--- src/lpms_pkg.sv ---
// Constants for the lane PCS mode switch register bank.
// Assumes one reconfiguration clock; offsets are byte addresses.
package lpms_pkg;
    localparam int unsigned ADDR_W = 12;
    localparam logic [11:0] OFF_SWAP_GEAR = 12'h000;
    localparam logic [11:0] OFF_PATH      = 12'h004;
    localparam logic [11:0] OFF_CLK       = 12'h008;
    localparam logic [11:0] OFF_CTRL      = 12'h00c;
    localparam logic [11:0] OFF_STAT      = 12'h010;
    // octet_swap_and_gear fields
    localparam int unsigned SWAP_POS = 0;
    localparam int unsigned GEAR_POS = 1;
    // lane_path_overlay_select fields
    localparam int unsigned FAB_POS  = 0;
    localparam int unsigned ENC_POS  = 4;
    // lane_clock_source_select fields
    localparam int unsigned FRX_POS  = 0;
    localparam int unsigned FTX_POS  = 2;
    localparam int unsigned IRX_POS  = 4;
    localparam int unsigned ITX_POS  = 6;
    localparam int unsigned FWR_POS  = 8;
    localparam int unsigned FRD_POS  = 10;
    localparam int unsigned SIDE_POS = 12;
    // lane control fields
    localparam int unsigned RXRST_POS  = 0;
    localparam int unsigned TXRST_POS  = 1;
    localparam int unsigned SHARED_POS = 2;
    localparam int unsigned SER_POS    = 4;
    localparam int unsigned DES_POS    = 7;
    // One-hot lane encoding path codes
    localparam logic [3:0] PATH_8B10B  = 4'h4;
    localparam logic [3:0] PATH_64B66B = 4'h2;
    // Values after reset: lane comes up in 8b10b
    localparam logic [31:0] RST_SWAP_GEAR = 32'h0000_0000;
    localparam logic [31:0] RST_PATH      = 32'h0000_0044;
    localparam logic [31:0] RST_CLK       = 32'h0000_0af5;
    localparam logic [31:0] RST_CTRL      = 32'h0000_0370;
    // Writable bit masks
    localparam logic [31:0] MSK_SWAP_GEAR = 32'h0000_0007;
    localparam logic [31:0] MSK_PATH      = 32'h0000_00ff;
    localparam logic [31:0] MSK_CLK       = 32'h0000_1fff;
    localparam logic [31:0] MSK_CTRL      = 32'h0000_03f7;
endpackage : lpms_pkg

--- src/lpms_regs.sv ---
// Lane PCS mode switch registers, reached through the reconfiguration port.
// Assumes an APB3 master on core_clk and fabric tx controls on core_clk.
`timescale 1ns/1ps
`default_nettype none
module lpms_regs (
    input  wire logic        core_clk,
    input  wire logic        rst_n,
    input  wire logic        psel,
    input  wire logic        penable,
    input  wire logic        pwrite,
    input  wire logic [11:0] paddr,
    input  wire logic [31:0] pwdata,
    output logic      [31:0] prdata,
    output logic             pready,
    output logic             pslverr,
    input  wire logic [7:0]  fab_tx_ctrl_k,
    input  wire logic [15:0] fab_tx_disp_ctrl,
    input  wire logic        tx_word_clk_pin,
    output logic      [3:0]  lane_encoding_path_select,
    output logic      [3:0]  fabric_path_select,
    output logic             octet_swap_select,
    output logic      [1:0]  fifo_gear_width,
    output logic      [1:0]  fabric_rx_clock_source,
    output logic      [1:0]  fabric_tx_clock_source,
    output logic      [1:0]  internal_rx_clock_source,
    output logic      [1:0]  internal_tx_clock_source,
    output logic      [1:0]  rx_fifo_write_clock_source,
    output logic      [1:0]  tx_fifo_read_clock_source,
    output logic             rx_fifo_clock_side_select,
    output logic      [2:0]  serializer_width_select,
    output logic      [2:0]  deserializer_width_select,
    output logic             pcs_rx_soft_rst,
    output logic             pcs_tx_soft_rst,
    output logic             aligner_search_start,
    output logic      [7:0]  enc_ctrl_k,
    output logic      [15:0] enc_disp_ctrl,
    output logic      [3:0]  blk_hdr,
    output logic             blk_sos,
    output logic             blk_elec_idle,
    output logic             blk_bypass,
    output logic             tx_word_clk_sel
);
    typedef struct packed {
        logic [31:0] swap_gear;
        logic [31:0] path;
        logic [31:0] clk;
        logic [31:0] ctrl;
        logic [31:0] rdata;
        logic        ready;
        logic        err;
        logic        mode8_prev;
        logic        rxrst_prev;
        logic        realign;
        logic        search;
        logic        swap;
        logic [1:0]  gear;
        logic [7:0]  k;
        logic [15:0] disp;
        logic [3:0]  hdr;
        logic        sos;
        logic        idle;
        logic        bypass;
        logic        wclk;
    } lpms_state_t;

    lpms_state_t s_q;
    lpms_state_t s_d;
    logic        rst_sync_n;
    logic        wclk_sync;
    logic        mode8;
    logic        mode64;
    logic        overlay_on;
    logic        mapped;
    logic        wr_en;
    logic        rx_release;
    logic [31:0] status;

    lpms_sync2 #(.WIDTH(1), .INIT(1'b0)) u_rst_sync (
        .core_clk (core_clk),
        .rst_n    (rst_n),
        .d_in     (1'b1),
        .q_out    (rst_sync_n)
    );

    lpms_sync2 #(.WIDTH(1), .INIT(1'b0)) u_wclk_sync (
        .core_clk (core_clk),
        .rst_n    (rst_sync_n),
        .d_in     (tx_word_clk_pin),
        .q_out    (wclk_sync)
    );

    always_comb begin
        mode8      = s_q.path[lpms_pkg::ENC_POS +: 4] == lpms_pkg::PATH_8B10B;
        mode64     = s_q.path[lpms_pkg::ENC_POS +: 4] == lpms_pkg::PATH_64B66B;
        overlay_on = s_q.path[lpms_pkg::FAB_POS +: 4]
                     == s_q.path[lpms_pkg::ENC_POS +: 4];
        rx_release = s_q.rxrst_prev && !s_q.ctrl[lpms_pkg::RXRST_POS];
        wr_en      = psel && penable && pwrite && s_q.ready;
        mapped     = paddr == lpms_pkg::OFF_SWAP_GEAR
                     || paddr == lpms_pkg::OFF_PATH
                     || paddr == lpms_pkg::OFF_CLK
                     || paddr == lpms_pkg::OFF_CTRL
                     || paddr == lpms_pkg::OFF_STAT;
        status     = {26'h0, s_q.wclk,
                      s_q.clk[lpms_pkg::SIDE_POS], s_q.realign,
                      !overlay_on, mode64, mode8};
    end

    always_comb begin
        s_d = s_q;
        // Setup phase loads the answer; access phase sees ready high
        s_d.ready = psel && !penable;
        s_d.err   = psel && !penable && !mapped;
        if (psel && !penable) begin
            case (paddr)
                lpms_pkg::OFF_SWAP_GEAR: s_d.rdata = s_q.swap_gear;
                lpms_pkg::OFF_PATH:      s_d.rdata = s_q.path;
                lpms_pkg::OFF_CLK:       s_d.rdata = s_q.clk;
                lpms_pkg::OFF_CTRL:      s_d.rdata = s_q.ctrl;
                lpms_pkg::OFF_STAT:      s_d.rdata = status;
                default:                 s_d.rdata = 32'h0000_0000;
            endcase
        end
        if (wr_en) begin
            case (paddr)
                lpms_pkg::OFF_SWAP_GEAR:
                    s_d.swap_gear = pwdata & lpms_pkg::MSK_SWAP_GEAR;
                lpms_pkg::OFF_PATH:  s_d.path = pwdata & lpms_pkg::MSK_PATH;
                lpms_pkg::OFF_CLK:   s_d.clk  = pwdata & lpms_pkg::MSK_CLK;
                lpms_pkg::OFF_CTRL:  s_d.ctrl = pwdata & lpms_pkg::MSK_CTRL;
                default:             s_d.ctrl = s_q.ctrl;
            endcase
        end
        s_d.mode8_prev = mode8;
        s_d.rxrst_prev = s_q.ctrl[lpms_pkg::RXRST_POS];
        // Entry into 8b10b needs rx reset; set beats clear
        if (mode8 && !s_q.mode8_prev) begin
            s_d.realign = 1'b1;
        end else if (rx_release) begin
            s_d.realign = 1'b0;
        end
        // Search only on rx reset release
        s_d.search = rx_release && mode8;
        s_d.swap = mode8 && s_q.swap_gear[lpms_pkg::SWAP_POS];
        s_d.gear = mode8 ? s_q.swap_gear[lpms_pkg::GEAR_POS +: 2] : 2'h0;
        s_d.k      = (overlay_on && mode8) ? fab_tx_ctrl_k : 8'h00;
        s_d.disp   = (overlay_on && mode8) ? fab_tx_disp_ctrl : 16'h0000;
        s_d.hdr    = (overlay_on && mode64) ? fab_tx_ctrl_k[3:0] : 4'h0;
        s_d.sos    = overlay_on && mode64 && fab_tx_ctrl_k[4];
        s_d.idle   = overlay_on && mode64 && fab_tx_disp_ctrl[15];
        s_d.bypass = overlay_on && mode64 && fab_tx_disp_ctrl[14];
        // Word clock only with shared clock
        s_d.wclk = s_q.ctrl[lpms_pkg::SHARED_POS] && wclk_sync;
    end

    always_ff @(posedge core_clk or negedge rst_sync_n) begin
        if (!rst_sync_n) begin
            s_q           <= '0;
            s_q.swap_gear <= lpms_pkg::RST_SWAP_GEAR;
            s_q.path      <= lpms_pkg::RST_PATH;
            s_q.clk       <= lpms_pkg::RST_CLK;
            s_q.ctrl      <= lpms_pkg::RST_CTRL;
            s_q.mode8_prev <= 1'b1;
        end else begin
            s_q <= s_d;
        end
    end

    assign prdata  = s_q.rdata;
    assign pready  = s_q.ready;
    assign pslverr = s_q.err;
    assign lane_encoding_path_select  = s_q.path[lpms_pkg::ENC_POS +: 4];
    assign fabric_path_select         = s_q.path[lpms_pkg::FAB_POS +: 4];
    assign octet_swap_select          = s_q.swap;
    assign fifo_gear_width            = s_q.gear;
    assign fabric_rx_clock_source     = s_q.clk[lpms_pkg::FRX_POS +: 2];
    assign fabric_tx_clock_source     = s_q.clk[lpms_pkg::FTX_POS +: 2];
    assign internal_rx_clock_source   = s_q.clk[lpms_pkg::IRX_POS +: 2];
    assign internal_tx_clock_source   = s_q.clk[lpms_pkg::ITX_POS +: 2];
    assign rx_fifo_write_clock_source = s_q.clk[lpms_pkg::FWR_POS +: 2];
    assign tx_fifo_read_clock_source  = s_q.clk[lpms_pkg::FRD_POS +: 2];
    assign rx_fifo_clock_side_select  = s_q.clk[lpms_pkg::SIDE_POS];
    assign serializer_width_select    = s_q.ctrl[lpms_pkg::SER_POS +: 3];
    assign deserializer_width_select  = s_q.ctrl[lpms_pkg::DES_POS +: 3];
    assign pcs_rx_soft_rst            = s_q.ctrl[lpms_pkg::RXRST_POS];
    assign pcs_tx_soft_rst            = s_q.ctrl[lpms_pkg::TXRST_POS];
    assign aligner_search_start       = s_q.search;
    assign enc_ctrl_k                 = s_q.k;
    assign enc_disp_ctrl              = s_q.disp;
    assign blk_hdr                    = s_q.hdr;
    assign blk_sos                    = s_q.sos;
    assign blk_elec_idle              = s_q.idle;
    assign blk_bypass                 = s_q.bypass;
    assign tx_word_clk_sel            = s_q.wclk;
endmodule : lpms_regs
`default_nettype wire

--- src/lpms_sync2.sv ---
// Two-flop synchroniser for levels entering the reconfiguration clock.
// Assumes an asynchronous active-low reset; reset value is a constant.
`timescale 1ns/1ps
`default_nettype none
module lpms_sync2 #(
    parameter int unsigned  WIDTH = 1,
    parameter logic [0:0]   INIT  = 1'b0
) (
    input  wire logic             core_clk,
    input  wire logic             rst_n,
    input  wire logic [WIDTH-1:0] d_in,
    output logic      [WIDTH-1:0] q_out
);
    typedef struct packed {
        logic [WIDTH-1:0] meta;
        logic [WIDTH-1:0] stable;
    } lpms_sync_t;

    lpms_sync_t s_q;
    lpms_sync_t s_d;

    // First stage feeds only the second
    always_comb begin
        s_d.meta   = d_in;
        s_d.stable = s_q.meta;
    end

    always_ff @(posedge core_clk or negedge rst_n) begin
        if (!rst_n) begin
            s_q <= {(2*WIDTH){INIT}};
        end else begin
            s_q <= s_d;
        end
    end

    assign q_out = s_q.stable;
endmodule : lpms_sync2
`default_nettype wire
--- config.mk ---
export PLATFORM = sky130hd
export DESIGN_NAME = lpms_regs
export DESIGN_NICKNAME = d
export VERILOG_FILES = /design/src/lpms_pkg.sv /design/src/lpms_regs.sv /design/src/lpms_sync2.sv
export SDC_FILE = /design/constraint.sdc
export NUM_CORES = 1
export LEC_CHECK = 0
export ABC_AREA = 1
export BUFFER_PORTS_ARGS = -buffer_cell sky130_fd_sc_hd__clkbuf_2
export CAP_MARGIN = 20
export CORE_MARGIN = 5
export CORE_UTILIZATION = 53
export DETAILED_ROUTE_END_ITERATION = 10
export PLACE_DENSITY_LB_ADDON = 0.25
export SLEW_MARGIN = 5
export SYNTH_ARGS = -nofsm -noshare
export SYNTH_HDL_FRONTEND = slang
export SYNTH_SLANG_ARGS = --single-unit
--- constraint.sdc ---
create_clock -name core_clk -period 4.39 [get_ports core_clk]
set_input_delay 0 -clock core_clk [delete_from_list [all_inputs] [get_ports core_clk]]
set_output_delay 0 -clock core_clk [all_outputs]
set_load 0.05 [all_outputs]
Word-level counts from Yosys, hierarchy flattened
Cells that the tools add are included.

cells by class
  $add $sub $neg = 0
  multiply operators = 0
  divide/modulo/power cells = 0
  $lt $le $gt $ge = 0
  equality and inequality tests = 7
  shift-type cells = 0
  mux-type cells = 7
  bitwise logic cells = 0
  reductions and logical operators = 30

operators with widths
  kind                   number
  $pmux W13 S5           1
  $eq A12 B4 Y1 const B  2
  $mux W16               1
  $logic_and A1 B1 Y1    15
  $eq A12 B3 Y1 const B  1
  $eq A12 B5 Y1 const B  1
  $logic_not A12 Y1      1
  $mux W8                1
  $reduce_and A2 Y1      4
  $logic_not A1 Y1       5
  $eq A4 B2 Y1 const B   1
  $eq A4 B3 Y1 const B   1
  $eq A4 B4 Y1           1
  $logic_or A1 B1 Y1     4
  $mux W4                1
  $mux W1                2
  $mux W2                1
  $reduce_bool A2 Y1     1

storage, ports and cells
  register bits = 110
  bits in latches = 0
  bits in writable memories = 0
  bits in read-only memories = 0
  bits of input ports = 74
  output and inout bits = 99
  memories = 0

Depth between registers and ports, before layout
  word-level depth = 7
  gate-level depth with buffers = 9

By module
From an unflattened synthesis, not the netlist that was laid out.

second synthesis, totals
  cells, all modules = 504
  area, all modules = 4461.8 µm²

modules (own cells, without submodules)
  module      times used  cells each  area an instance (µm²)  seq. area each (µm²)
  lpms_regs   1           500         4361.7                  2197.1
  lpms_sync2  2           2           50.0                    50.0

Worst setup path after synthesis
OpenSTA, ideal clock, no wires.

  path kind = register to register
  start point = register s_q (netlist bit pready)
  end point = register s_q (netlist bit fabric_rx_clock_source[1])
  setup time = 121 ps
  arrival = 1437 ps
  setup slack = 2832 ps
  stages on the path, launching flop included = 7
  clock period less this slack = 1558 ps
  path through = dfrtp_1 -> nand4_1 -> inv_1 -> nand3_2 -> clkbuf_1 -> nand2_1 -> o21ai_1

between the ends
  longest elaborated chain between the ends = 2

RTL lines
  what                         RTL line         source
  start: declaration           lpms_regs.sv:66  lpms_state_t s_q;
  $logic_and A1 B1 Y1          lpms_regs.sv:98  wr_en = psel && penable && pwrite && s_q.ready;
  $reduce_and A2 Y1 (no line)  -

Every way passes these cells.
A chain may end at the register's enable or synchronous reset.

==> metrics.csv <==
metric,value,unit
outcome,"finished, final reports clean",
cp_max_fo,24,
power,1.64,mW
power.switching,0.414,mW
dp_hpwl,6.88,mm
die_y,101,um
syn_inst,502,
powerDensity,314,mW/mm^2
coreArea,0.00813,sq mm
worstMarginPinSlew,0.830,ns
instances_no_fill,720,
cts_sinks,91,
htreeDepth,3,
post_cts_buffers,0,
grt.total_usage,0.195,
reg2reg_depth,4,
viasPerCell,4.55,
clockBufferDepth,2,
rows,33,
endpoint_kind,register,
period_needed,1.90,ns
dp_slack,2.48,ns
grt_pass1_vias,3257,
ys_types,28,
worst_slack,2.49,ns
antenna_left,0,
synthToLayoutAreaGrowth,19.1,%
layout.nets,684,
critPathRequiredTime,4.66,ns
yosys_warnings,0,
slew_viol_final,0,
max_freq,527,MHz
nFillCells,703,
fin_area,0.00523,sq mm
dpl_cell_area,0.00456,sq mm
hold_violations,0,
crit_path_start_kind,register,
min_period_over_period,0.432,
grt_antenna_before_repair,0,
die_area,0.0102,sq mm
postSynthAreaPerCell,8.75,sq um
place_congestion,0.806,
p_leak,2.95,nW
portBuffers,134,
arrival,2.17,ns
synth_area,0.00439,sq mm
grt_pass1_wl,15.6,mm
p_comb_frac,0.094,
seq_area_frac_synth,0.523,
relSlewSlack,0.445,
clk_pin_slew,0.09,ns
rsz0062_at_grt,false,
cts_buffers,9,
drt_wl_total,9.73,mm
cts_tree,yes,
route.vias.total,3276,
drc,0,
final_layout_size_suffix_gt1_frac,0.296,
skew,0.0133,ns
worstSetupPathType,register to register,
clk_latency,0.36,ns
setup_viol,0,
min_path_type,input port to register,
clockRootBuffer,clkbuf_8,
ys_seq_elements,91,
hold_depth,5,
io_pins,173,
grt_max_degree,90,
die_w,101,um
internal_power,1.23,mW
grt_remaining_overflow,0,
vdd_drop_max,0.197,mV
r2r_slack,2.49,ns
p_sw_frac,0.252,
most-common-layout-cells,"clkbuf_2, nand2_1, dfrtp_1",
initial_core_util,0.540,
insertedDiodeCount,0,
hold_buffers,42,
clkPwrFrac,0.386,
drv_cap,0,
wl_per_cell,13.5,um
drt_iter0_markers,111,
drtPass1Iterations,4,
cts_resized,0,
power_frac_seq,0.520,
fin_setup_tns,0,ns
placed_cells,661,
final_common_cell,clkbuf_2,
## routing by layer
layer  routed length, um  share of wire  global-route usage
met1                4040           0.41               0.254
met2                4880           0.50               0.329
met3                 662          0.068              0.0339
met4                 150          0.015              0.0685
met5                   0              0                   0
## final timing paths
check	endpoint	from
hold / removal	pslverr$_DFF_PN0_	paddr[1]
min in group asynchronous	lane_encoding_path_select[3]$_DFFE_PN0P_	u_rst_sync.q_out$_DFF_PN0_
setup reg to reg	enc_ctrl_k[1]$_DFF_PN0_	lane_encoding_path_select[2]$_DFFE_PN1P_
hold reg to reg	lane_encoding_path_select[3]$_DFFE_PN0P_	u_rst_sync.q_out$_DFF_PN0_
max in group asynchronous	tx_fifo_read_clock_source[1]$_DFFE_PN1P_	u_rst_sync.q_out$_DFF_PN0_
setup / recovery	enc_ctrl_k[1]$_DFF_PN0_	lane_encoding_path_select[2]$_DFFE_PN1P_
## worst max-delay path, cell delays in order, from the launching register on
cell     delay [ns]
dfstp_2        0.57
inv_1          0.08
nor3_2         0.32
nand2_1        0.55
nor2_1         0.28
## final cells by class
type | count | area (sq um) | share of cell area
sequential | 91 | 2300 | 0.440
multi-input combinational | 261 | 1190 | 0.228
timing repair buffer | 177 | 1120 | 0.214
inverter | 70 | 263 | 0.0502
tap | 105 | 131 | 0.0251
clock buffer | 10 | 128 | 0.0244
clock inverter | 6 | 97.6 | 0.0187
## synth_stat cells, drive strengths merged
master  number  area, sq um
a21oi        5         28.8
buf         93          688
clkbuf       5         18.8
conb         2         7.51
dfrtp       75         1880
dfstp       16          420
inv         70          263
mux2         2         22.5
nand2       97          369
nand3       30          173
nand4        1         6.26
nor2        55          230
nor3         5         41.3
nor4         1         12.5
o211ai       3         22.5
o21ai       41          205
o31ai        1         7.51
## flip-flops by register name, summed over array words and instances, names as in the netlist, 2 cells and up
register                    flops
enc_disp_ctrl                  16
prdata                         13
enc_ctrl_k                      8
s_q                             7
blk_hdr                         4
fabric_path_select              4
lane_encoding_path_select       4
deserializer_width_select       3
serializer_width_select         3
fabric_rx_clock_source          2
fabric_tx_clock_source          2
fifo_gear_width                 2
internal_rx_clock_source        2
internal_tx_clock_source        2
rx_fifo_write_clock_source      2
tx_fifo_read_clock_source       2
## metrics by stage
stage / util / hold WS (ns)
6_report: 0.643 / 0.0466
5_1_grt: 0.643 / 0.0853
4_1_cts: 0.640 / 0.0356
3_5_place_dp: 0.561 / -0.212
3_3_place_gp: 0.561 / -0.214
2_1_floorplan: - / -0.296
## cells by family (layout without fill, tap and decap cells)
family,count (synthesis),after routing,synth area share
AO/OA/AOI/OAI,50,50,0.0601
multiplexers,2,2,0.00513
other,2,20,0.00171
buffers and inverters,168,263,0.221
AND/OR/NAND/NOR,189,189,0.189
flip-flops,91,91,0.523
## power by group through the flow
stage	Sequential, mW	Combinational [mW]	Clock [mW]
floorplan	0.877	0.0915	0
global placement	0.879	0.110	0
detailed placement	0.880	0.112	0
CTS	0.864	0.142	0.650
global route	0.856	0.168	0.676
finish	0.854	0.155	0.634
No activity file was read; power rests on OpenSTA's default activity.
